$ cat src/core/dtec_defines.svh
// register indices, field positions, reset values and counts of the dual timer
`ifndef DTEC_DEFINES_SVH
`define DTEC_DEFINES_SVH

// ==========================================================================
// register indices (byte address is four times the index)
`define DTEC_ADDR_W        18
`define DTEC_IDX_MODE_CH0  16'hFF70
`define DTEC_IDX_CSEL_CH0  16'hFF71
`define DTEC_IDX_CMP_CH0   16'hFF72
`define DTEC_IDX_CNT_CH0   16'hFF73
`define DTEC_IDX_MODE_CH1  16'hFF78
`define DTEC_IDX_CSEL_CH1  16'hFF79
`define DTEC_IDX_CMP_CH1   16'hFF7A
`define DTEC_IDX_CNT_CH1   16'hFF7B
`define DTEC_IDX_IRQ_STAT  16'hFF7C
`define DTEC_IDX_IRQ_MASK  16'hFF7D

// ==========================================================================
// mode control field positions
`define DTEC_MC_PIN_EN     0
`define DTEC_MC_TGL        1
`define DTEC_MC_CLR        2
`define DTEC_MC_SET        3
`define DTEC_MC_CASC       4
`define DTEC_MC_PWM        6
`define DTEC_MC_EN         7
`define DTEC_CS_MSB        2

// ==========================================================================
// reset values
`define DTEC_RST_CSEL      3'h0
`define DTEC_RST_CMP       8'h00
`define DTEC_RST_MASK      2'h0

// ==========================================================================
// prescaler and counter figures
`define DTEC_PRE_W         11
`define DTEC_CH0_SHIFT     0
`define DTEC_CH1_SHIFT     1
`define DTEC_SEL_FIRST_DIV 3'h2
`define DTEC_CNT_MAX       8'hFF

`endif

$ cat src/core/dtec_pkg.sv
// shared types of the dual 8-bit timer/event counter
`include "dtec_defines.svh"
package dtec_pkg;

  // stored mode control bits of one channel
  typedef struct packed {
    logic count_enable;
    logic pwm_mode_select;
    logic cascade_select;
    logic toggle_or_polarity_select;
    logic output_pin_enable;
  } dtec_mode_s;

  // prescaler state of one channel
  typedef struct packed {
    logic [`DTEC_PRE_W-1:0] pre;
  } dtec_pre_s;

  // apb request as seen by the slave
  typedef struct packed {
    logic                    psel;
    logic                    penable;
    logic                    pwrite;
    logic [`DTEC_ADDR_W-1:0] paddr;
    logic [31:0]             pwdata;
    logic [3:0]              pstrb;
  } dtec_apb_req_s;

  // whole state of the top module
  typedef struct packed {
    logic [1:0][2:0] clock_select;
    dtec_mode_s [1:0] mode;
    logic [1:0][7:0] compare_value;
    logic [1:0][7:0] counter_value;
    logic [1:0]      out_ff;
    logic [1:0]      irq_stat;
    logic [1:0]      irq_mask;
    logic [1:0][2:0] ev_sh;
    logic [31:0]     prdata;
    logic            pready;
    logic            pslverr;
    logic            irq;
    logic [1:0]      pin;
    logic [1:0]      pin_drive;
  } dtec_state_s;

endpackage

$ cat src/core/dtec_prescaler.sv
// prescaler and count source selector of one timer channel
`timescale 1ns/10ps
`include "dtec_defines.svh"
module dtec_prescaler #(
  parameter int unsigned BASE_SHIFT = `DTEC_CH0_SHIFT
) (
  // clock and reset
  input  wire logic       i_clk,
  input  wire logic       i_sys_rst,
  // control
  input  wire logic       i_run,
  input  wire logic [2:0] i_sel,
  // synchronised event pin edges
  input  wire logic       i_ev_fall,
  input  wire logic       i_ev_rise,
  // count pulse
  output logic            o_tick
);

  dtec_pkg::dtec_pre_s     s_r;
  dtec_pkg::dtec_pre_s     s_nxt;
  logic [3:0]              shift;
  logic [`DTEC_PRE_W-1:0]  mask;

  // ========================================================================
  // divider: each code doubles the ratio twice, so the shift steps by two
  always_comb begin
    shift = 4'(BASE_SHIFT) + {i_sel - `DTEC_SEL_FIRST_DIV, 1'b0};
    mask  = ~({`DTEC_PRE_W{1'b1}} << shift);
    s_nxt = s_r;
    // a stopped channel holds its prescaler at zero
    s_nxt.pre = i_run ? s_r.pre + 11'h001 : '0;
    case (i_sel)
      3'h0:    o_tick = i_run & i_ev_fall;
      3'h1:    o_tick = i_run & i_ev_rise;
      default: o_tick = i_run & ((s_r.pre & mask) == mask);
    endcase
  end

  // state register
  always_ff @(posedge i_clk) begin
    if (i_sys_rst) begin
      s_r <= '0;
    end else begin
      s_r <= s_nxt;
    end
  end
endmodule

$ cat src/core/dtec_top.sv
// top level of the dual 8-bit timer/event counter with apb register access
`timescale 1ns/10ps
`include "dtec_defines.svh"

// What this block does
// - channel 0 source: falling/rising pin edge, then system clock /1, /4 up to /1024
// - channel 1 source: falling/rising pin edge, then system clock /2, /8 up to /2048
// - mode bit 0 hands the timer pin to the output flip-flop
// - mode bit 1 enables toggling, or in pwm mode picks active low
// - set/clear bits force the output flip-flop; 11 is forbidden
// - set/clear bits always read back as zero
// - channel 1 mode bit 4 chains channel 1 onto channel 0 as 16-bit counter
// - mode bit 6 picks clear-on-match (0) or free running pwm (1)
// - mode bit 7 low clears the count and halts count and prescaler
// - pwm output sits at inactive level while counting is disabled
// - outside pwm mode, match interval is compare value plus one count clock periods
// - with toggling on, output flip-flop inverts at every match; in cascade only at the full 16-bit match
module dtec_top (
  // clock and reset
  input  wire logic                    i_clk,
  input  wire logic                    i_sys_rst,
  // apb slave
  input  wire logic                    i_psel,
  input  wire logic                    i_penable,
  input  wire logic                    i_pwrite,
  input  wire logic [`DTEC_ADDR_W-1:0] i_paddr,
  input  wire logic [31:0]             i_pwdata,
  input  wire logic [3:0]              i_pstrb,
  output logic      [31:0]             o_prdata,
  output logic                         o_pready,
  output logic                         o_pslverr,
  // event pins from the board
  input  wire logic                    i_event_pin_ch0,
  input  wire logic                    i_event_pin_ch1,
  // timer pins
  output logic      [1:0]              o_timer_pin,
  output logic      [1:0]              o_output_pin_enable,
  // interrupt
  output logic                         o_irq
);

  localparam logic [1:0][15:0] IDX_MODE = {`DTEC_IDX_MODE_CH1, `DTEC_IDX_MODE_CH0};
  localparam logic [1:0][15:0] IDX_CSEL = {`DTEC_IDX_CSEL_CH1, `DTEC_IDX_CSEL_CH0};
  localparam logic [1:0][15:0] IDX_CMP  = {`DTEC_IDX_CMP_CH1, `DTEC_IDX_CMP_CH0};
  localparam logic [1:0][15:0] IDX_CNT  = {`DTEC_IDX_CNT_CH1, `DTEC_IDX_CNT_CH0};

  dtec_pkg::dtec_state_s   s_r;
  dtec_pkg::dtec_state_s   s_nxt;
  dtec_pkg::dtec_apb_req_s req;
  logic [15:0]             idx;
  logic                    setup;
  logic                    wr_acc;
  logic [7:0]              wdat;
  logic [1:0]              ev_pin;
  logic [1:0]              ev_rise;
  logic [1:0]              ev_fall;
  logic [1:0]              tick;
  logic [1:0]              eq;
  logic [1:0]              step;
  logic [1:0]              match;
  logic [1:0]              hit;
  logic                    casc;
  logic                    carry0;
  logic                    m16;
  logic [31:0]             rd_data;
  logic                    rd_hit;
  logic [1:0]              pwm_act;

  // ========================================================================
  // apb request decode
  assign req    = '{psel: i_psel, penable: i_penable, pwrite: i_pwrite,
                    paddr: i_paddr, pwdata: i_pwdata, pstrb: i_pstrb};
  assign idx    = req.paddr[`DTEC_ADDR_W-1:2];
  assign setup  = req.psel & ~req.penable;
  // a write lands only at the access edge that sees pready high
  assign wr_acc = req.psel & req.penable & req.pwrite & s_r.pready & req.pstrb[0];
  assign wdat   = req.pwdata[7:0];
  assign ev_pin = {i_event_pin_ch1, i_event_pin_ch0};

  // ========================================================================
  // per channel edge detect, compare and prescaler
  genvar g;
  generate
    for (g = 0; g < 2; g = g + 1) begin : g_chan
      // edges come from the second and third flops only
      assign ev_rise[g] = s_r.ev_sh[g][1] & ~s_r.ev_sh[g][2];
      assign ev_fall[g] = ~s_r.ev_sh[g][1] & s_r.ev_sh[g][2];
      assign eq[g]      = s_r.counter_value[g] == s_r.compare_value[g];
      dtec_prescaler #(
        .BASE_SHIFT (g == 0 ? `DTEC_CH0_SHIFT : `DTEC_CH1_SHIFT)
      ) u_pre (
        .i_clk     (i_clk),
        .i_sys_rst (i_sys_rst),
        .i_run     (s_r.mode[g].count_enable),
        .i_sel     (s_r.clock_select[g]),
        .i_ev_fall (ev_fall[g]),
        .i_ev_rise (ev_rise[g]),
        .o_tick    (tick[g])
      );
    end
  endgenerate

  // ========================================================================
  // cascade: channel 1 counts on channel 0 carry, match needs both bytes
  assign casc     = s_r.mode[1].cascade_select;
  assign carry0   = tick[0] & (s_r.counter_value[0] == `DTEC_CNT_MAX);
  assign m16      = casc & s_r.mode[1].count_enable & tick[0] & eq[0] & eq[1];
  assign step[0]  = tick[0];
  assign step[1]  = casc ? carry0 & s_r.mode[1].count_enable : tick[1];
  // match at the tick seen while the count equals compare
  assign match[0] = tick[0] & eq[0];
  assign match[1] = casc ? m16 : tick[1] & eq[1];
  // in cascade only the full 16-bit match restarts and toggles
  assign hit[0]   = casc ? m16 : match[0];
  assign hit[1]   = match[1];

  // ========================================================================
  // next state
  always_comb begin
    s_nxt   = s_r;
    rd_data = 32'h0000_0000;
    rd_hit  = 1'b0;
    pwm_act = 2'h0;
    for (int i = 0; i < 2; i++) begin
      // two flop synchroniser plus one history flop for edges
      s_nxt.ev_sh[i] = {s_r.ev_sh[i][1:0], ev_pin[i]};

      // counter: stopped clears, a match restarts outside pwm mode
      if (!s_r.mode[i].count_enable) begin
        s_nxt.counter_value[i] = 8'h00;
      end else if (hit[i] && !s_r.mode[i].pwm_mode_select) begin
        s_nxt.counter_value[i] = 8'h00;
      end else if (step[i]) begin
        s_nxt.counter_value[i] = s_r.counter_value[i] + 8'h01;
      end

      // output flip-flop toggles on match when enabled
      if (hit[i] && s_r.mode[i].toggle_or_polarity_select && !s_r.mode[i].pwm_mode_select) begin
        s_nxt.out_ff[i] = ~s_r.out_ff[i];
      end

      // mode write; software stops the counter before changing it
      if (wr_acc && idx == IDX_MODE[i]) begin
        s_nxt.mode[i].count_enable              = wdat[`DTEC_MC_EN];
        s_nxt.mode[i].pwm_mode_select           = wdat[`DTEC_MC_PWM];
        s_nxt.mode[i].cascade_select            = wdat[`DTEC_MC_CASC];
        s_nxt.mode[i].toggle_or_polarity_select = wdat[`DTEC_MC_TGL];
        s_nxt.mode[i].output_pin_enable         = wdat[`DTEC_MC_PIN_EN];
        // force after toggle so a software force beats a same cycle match
        case ({wdat[`DTEC_MC_SET], wdat[`DTEC_MC_CLR]})
          2'b01:   s_nxt.out_ff[i] = 1'b0;
          2'b10:   s_nxt.out_ff[i] = 1'b1;
          default: s_nxt.out_ff[i] = s_nxt.out_ff[i];
        endcase
      end
      // only the select field is stored, upper bits read zero
      if (wr_acc && idx == IDX_CSEL[i]) begin
        s_nxt.clock_select[i] = wdat[`DTEC_CS_MSB:0];
      end
      if (wr_acc && idx == IDX_CMP[i]) begin
        s_nxt.compare_value[i] = wdat;
      end

      // read mux
      if (idx == IDX_MODE[i]) begin
        rd_hit                 = 1'b1;
        rd_data[`DTEC_MC_EN]   = s_r.mode[i].count_enable;
        rd_data[`DTEC_MC_PWM]  = s_r.mode[i].pwm_mode_select;
        rd_data[`DTEC_MC_CASC] = s_r.mode[i].cascade_select;
        rd_data[`DTEC_MC_TGL]  = s_r.mode[i].toggle_or_polarity_select;
        rd_data[`DTEC_MC_PIN_EN] = s_r.mode[i].output_pin_enable;
        // set and clear bits are write only and stay zero here
      end
      if (idx == IDX_CSEL[i]) begin
        rd_hit = 1'b1;
        rd_data[`DTEC_CS_MSB:0] = s_r.clock_select[i];
      end
      if (idx == IDX_CMP[i]) begin
        rd_hit        = 1'b1;
        rd_data[7:0]  = s_r.compare_value[i];
      end
      if (idx == IDX_CNT[i]) begin
        rd_hit        = 1'b1;
        rd_data[7:0]  = s_r.counter_value[i];
      end
    end

    // sticky status, cleared by writing one; a new match wins over the clear
    if (wr_acc && idx == `DTEC_IDX_IRQ_STAT) begin
      s_nxt.irq_stat = s_r.irq_stat & ~wdat[1:0];
    end
    s_nxt.irq_stat = s_nxt.irq_stat | match;
    if (wr_acc && idx == `DTEC_IDX_IRQ_MASK) begin
      s_nxt.irq_mask = wdat[1:0];
    end
    if (idx == `DTEC_IDX_IRQ_STAT) begin
      rd_hit       = 1'b1;
      rd_data[1:0] = s_r.irq_stat;
    end
    if (idx == `DTEC_IDX_IRQ_MASK) begin
      rd_hit       = 1'b1;
      rd_data[1:0] = s_r.irq_mask;
    end

    // no wait state: data is captured in setup, pready rises in access
    s_nxt.pready  = setup;
    s_nxt.pslverr = setup & ~rd_hit;
    if (setup) begin
      s_nxt.prdata = rd_data;
    end

    // pins and interrupt are computed from the next state so they line up
    for (int i = 0; i < 2; i++) begin
      // pwm active while the count is below compare, never when stopped
      pwm_act[i] = s_nxt.mode[i].count_enable &
                   (s_nxt.counter_value[i] < s_nxt.compare_value[i]);
      s_nxt.pin[i] = s_nxt.mode[i].pwm_mode_select ?
                     (pwm_act[i] ^ s_nxt.mode[i].toggle_or_polarity_select) :
                     s_nxt.out_ff[i];
      s_nxt.pin_drive[i] = s_nxt.mode[i].output_pin_enable;
    end
    s_nxt.irq = |(s_nxt.irq_stat & s_nxt.irq_mask);
  end

  // state register; every register resets to zero
  always_ff @(posedge i_clk) begin
    if (i_sys_rst) begin
      s_r               <= '0;
      s_r.clock_select  <= {2{`DTEC_RST_CSEL}};
      s_r.compare_value <= {2{`DTEC_RST_CMP}};
      s_r.irq_mask      <= `DTEC_RST_MASK;
    end else begin
      s_r <= s_nxt;
    end
  end

  // ========================================================================
  // outputs straight from the state register
  assign o_prdata            = s_r.prdata;
  assign o_pready            = s_r.pready;
  assign o_pslverr           = s_r.pslverr;
  assign o_timer_pin         = s_r.pin;
  assign o_output_pin_enable = s_r.pin_drive;
  assign o_irq               = s_r.irq;
endmodule

$ cat config.mk
export PLATFORM = sky130hd
export DESIGN_NAME = dtec_top
export DESIGN_NICKNAME = d
export VERILOG_FILES = /design/src/core/dtec_pkg.sv /design/src/core/dtec_prescaler.sv /design/src/core/dtec_top.sv
export VERILOG_INCLUDE_DIRS = /design/src /design/src/core
export SDC_FILE = /design/constraint.sdc
export NUM_CORES = 1
export LEC_CHECK = 0
export ABC_AREA = 1
export ABC_CLOCK_PERIOD_IN_PS = 3000
export BUFFER_PORTS_ARGS = -buffer_cell sky130_fd_sc_hd__buf_2
export CELL_PAD_IN_SITES_DETAIL_PLACEMENT = 1
export CELL_PAD_IN_SITES_GLOBAL_PLACEMENT = 1
export CORE_UTILIZATION = 36
export DETAILED_ROUTE_END_ITERATION = 12
export GPL_ROUTABILITY_DRIVEN = 1
export MAX_ROUTING_LAYER = met4
export PLACE_DENSITY_LB_ADDON = 0.1
export SLEW_MARGIN = 20
export SYNTH_ARGS = -nofsm -noshare
export SYNTH_HDL_FRONTEND = slang
export SYNTH_SLANG_ARGS = --single-unit
$ cat constraint.sdc
create_clock -name i_clk -period 3 [get_ports i_clk]
set_clock_uncertainty 0.1 [all_clocks]
set_input_delay 0.6 -clock i_clk [delete_from_list [all_inputs] [get_ports i_clk]]
set_output_delay 0.6 -clock i_clk [all_outputs]
set_load 0.005 [all_outputs]
# Word-level counts from Yosys, hierarchy flattened
# Index checks and enable logic that the tools add are counted.
# totals
elab_cells	175
regBits	97
in_bits	61
# op_classes
magnitude_cmp	2
n_mux	49
shifts	2
n_bitwise	46
n_eq_ne	19
addsub	7
reduce_logical	21
# op_table
operator	n
equality test 16 bit (second input constant)	10
2-to-1 mux 8 bit	12
bitwise AND 1 bit	26
adder 11 x 1 -> 11 bit (second input constant)	2
bitwise AND 11 bit	2
equality test 11 bit	2
NOT 11 bit	2
<< shifter 11 x 4 -> 11 bit (first input constant)	2
2-to-1 mux 1 bit	21
adder 8 x 1 -> 8 bit (second input constant)	2
equality test 8 bit	2
< comparator 8 bit	2
2-to-1 mux 2 bit	8
logical AND 1 bit	14
2-to-1 mux 5 bit	2
NOT 1 bit	10
equality test 8 bit (second input constant)	1
one-hot mux 1 bit (2 select lines)	4
equality test 3 x 1 -> 1 bit (second input constant)	2
logical NOT 3 bit	2
2-to-1 mux 3 bit	2
OR reduction 2 bit	3
subtractor 3 x 2 -> 3 bit (second input constant)	2
adder 1 x 4 -> 4 bit (first input constant)	1
7 further kinds	10

# Logic depth before layout (Yosys ltp)
# depth
word_depth	18
depth_mapped	27
mapped_depth_nobuf	27

# Modules after synthesis
# From an unflattened synthesis, not the netlist that was laid out.
# unflattened
cells_unflattened	886
area_unflattened_um2	5811.8
# by_module_without_submodules
mod	cells_per_inst	area_each_um2	instances
dtec_top	709	4613.2	1
dtec_prescaler (g_chan[0].u_pre)	89	600.6	1
dtec_prescaler (g_chan[1].u_pre)	88	598.1	1

# Worst setup path before layout
# Ideal clock, no wire load.
# synth_path
kind	reg2reg
from	reg s_r[94] (netlist bit)
to	reg s_r, in the netlist o_timer_pin[0]
n_path_buf	1
synth_period_minus_slack_ns	3.262
path_slack_ns	-0.262
required_ns	2.791
t_arrival_ns	3.053
stages_incl_launch_ff	24
cell_sequence	dfxtp_1 > inv_1 > ha_1 > nand3_1 > nand2_1 > inv_1 > nor2_1 > nand2_1 > nand2_1 > nand2_1 > inv_1 > nand3_1 > nand2_1 > clkbuf_1 > nor2_1 > ha_1 > a21oi_1 > nor2_1 > a2111oi_1 > nand2_1 > nand2_1 > nand3b_1 > nand2_1 > inv_1
# synth_lines
element	line	source
start: declaration	dtec_top.sv:47	dtec_pkg::dtec_state_s s_r;
start signal: assignment	dtec_top.sv:233	s_r <= s_nxt;

==> impl_metrics.ini <==
[status]
status = finished, violations left
violations = setup timing

[place]
hpwl_mm = 14.1
placed_cell_area_um2 = 6740
io_buffer_count = 46
gp_congestion = 0.865

[power]
ir_worst_vdd_mv = 0.250
cellPowerDensity_nw_per_um2 = 357
total_leakage_power_nw = 3.27

[floorplan]
fp.dieW_um = 127
ios = 100
initial_core_util_pct = 37.0
rows = 45
core_um2 = 15200
die-area_um2 = 16100
die_y_um = 127

[timing]
period_share_pct = 110
fin_crit_ns = 3.30
slew_headroom_pct = 60.2
setup_viol = 2
fin_hold_ws_ns = 0.307
rsz0062_at_grt = yes
tightest_slew_ns = 0.593
worst_slack_ns = -0.304
hold_viol = 0
fmax_ghz = 0.303
drv_slew = 0

[drt]
avgViaCountPerCell = 4.88
wl_mm = 17.8
drt-pass1-iter-count = 4
drtIter0Drc = 165
route.detailed.drc = 0
antenna_left = 0
wl_per_cell_um = 15.3
vias = 5676

[synthesis]
synth-seq-area-share_pct = 33.8
synth.most_common_cell = nand2_1
synth_area_leaders = dfxtp_1, nand2_1, nor2_1
synth_top_area_cell = dfxtp_1
yosysWarningCount = 0
synth_cell_types = 51
synth-seq-cells = 95
synth_area_per_cell_um2 = 6.89
yosysTopAreaCellShare_pct = 33.8
syn_inst = 817
syn_area_um2 = 5630
synth_edf_count = 0
synthTopCellsByCount = nand2_1, nor2_1, inv_1
synthFlopType = dfxtp_1
ys_async_sr_fraction_pct = 0

[clocking]
cts_tree = yes
clockBufferDepth = 2
cts_buffers = 9
cts.sinks = 95
root_buffer = clkbuf_16
insertion_delay_ns = 0.36
htreeDepth = 3
clkTransAtPathRegs_ns = 0.07

[worst_setup_path]
r2r_slack_ns = -0.30
crit_type = flop to flop
required_ns = 3.16
cp-start-kind = flop
cp_max_fo = 2
cp.arrival_ns = 3.46
end_kind = flop

[grt]
grt_pass1_vias = 6021
grt_pass1_wl_mm = 29.1
grt.overflow.total = 0
grt_usage_pct = 23.8
antenna_found_initial = 0
grt_max_degree = 25

[cells_and_area]
syn_to_final_growth_pct = 29.6
insertedDiodeCount = 0
drive_gt1_share_pct = 25.1
final_nets = 1052
fin_area_um2 = 7290

[job]
cap_violations = 0

[min_path]
hold_class = flop to flop
==> metal layers <==
metal	global-route usage, %	vias up	part of all wire (%)
met3	2.30	23	3.0
li1	-	2850	-
met4	9.03	0	2.3
met1	28.3	2721	45
met2	41.8	82	50
met5	-	-	0
==> repair_timing <==
action,CTS,global route
hold endpoints to repair,0,0
setup endpoints to repair,2,2
pin swaps,19,11
hold buffers,0,0
gates resized for setup,18,25
setup buffers,4,5
==> cell usage in the layout (no fill, tap or decap), types with 10 or more instances in the layout <==
master,count
ha_1,20
nor2_1,133
conb_1,24
inv_1,126
buf_4,117
xor2_1,19
a211oi_1,10
a21oi_1,48
o21ai_0,23
buf_2,46
nand2_1,130
nand3_1,23
dfxtp_1,93
nor3_1,27
==> metrics by stage <==
| step | util (%) | instances | total power, W | setup TNS [ns] | setup slack, ns |
|---|---|---|---|---|---|
| finish | 48.0 | 1162 | 0.00261 | -0.584 | -0.304 |
| global route | 48.0 | 1162 | 0.00269 | -1.04 | -0.543 |
| CTS | 47.0 | 1157 | 0.00263 | -0.663 | -0.353 |
| detailed placement | 44.3 | 1137 | 0.00140 | -0.824 | -0.421 |
| global placement | 44.3 | 1137 | 0.00140 | -0.486 | -0.269 |
| floorplan | - | 840 | 0.00136 | 0 | 0.0123 |
==> cell type report <==
type | instances | area [um^2]
clock buffers | 11 | 253
clock inverters | 5 | 63.8
fillers | 1964 | 7910
inverters | 135 | 507
multi-input cells | 561 | 3170
flip-flops and latches | 95 | 1900
well taps | 188 | 235
repair buffers | 167 | 1160
==> where the power goes <==
| part | switching [W] | leakage [nW] | internal (W) |
|---|---|---|---|
| clock network | 0.000538 | 0.152 | 0.000699 |
| registers | 0.00000135 | 0.767 | 0.00126 |
| logic | 0.0000705 | 2.35 | 0.0000342 |
| total | 0.000610 | 3.27 | 0.00200 |
==> kinds of logic (layout without fill, tap and decap cells) <==
logic type,count (synthesis),in the layout,synth area share [%]
DFF,95,95,33.8
and+or+nand+nor,370,370,28.8
xor gates and xnor gates,27,27,4.20
AOI/OAI and AO/OA,113,113,12.5
buffers and inverters,184,318,14.9
other,1,24,0.0666
muxes,5,5,0.889
adders and majority gates,22,22,4.89
==> worst max-delay path, stage by stage, from the launching register on <==
cell       delay [ns]
dfxtp_2          0.33
inv_2            0.08
buf_6            0.10
ha_1             0.13
inv_1            0.05
nand2_1          0.09
nand3_2          0.07
nor2_2           0.10
nand2_1          0.06
nand2_2          0.10
nand2_2          0.08
nor2_4           0.14
nand3_4          0.11
nor3_4           0.15
xor2_1           0.20
inv_1            0.09
nor2_2           0.16
ha_4             0.23
nand2_2          0.08
nor2_1           0.05
a2111oi_2        0.33
nand2_1          0.10
nand2_1          0.07
nand3b_1         0.07
nand2_1          0.08
inv_1            0.04
==> final timing paths <==
check                           startpoint        endpoint  cells after the start
worst max-delay path               s_r[95]  o_timer_pin[0]                     25
worst min-delay path             s_nxt[40]       s_nxt[41]                      2
worst max register to register     s_r[95]  o_timer_pin[0]                     25
worst min register to register   s_nxt[40]       s_nxt[41]                      2
==> sequential cells by signal, indices dropped and copies added, names as in the netlist <==
name and count:
g_chan.u_pre.s_r 22, o_output_pin_enable 1, o_prdata 8, o_timer_pin 2
o_irq 1, casc 1, o_pslverr 1, s_nxt 4
o_pready 1, s_r 54
Note: power is estimated with default switching activity, not from simulation.
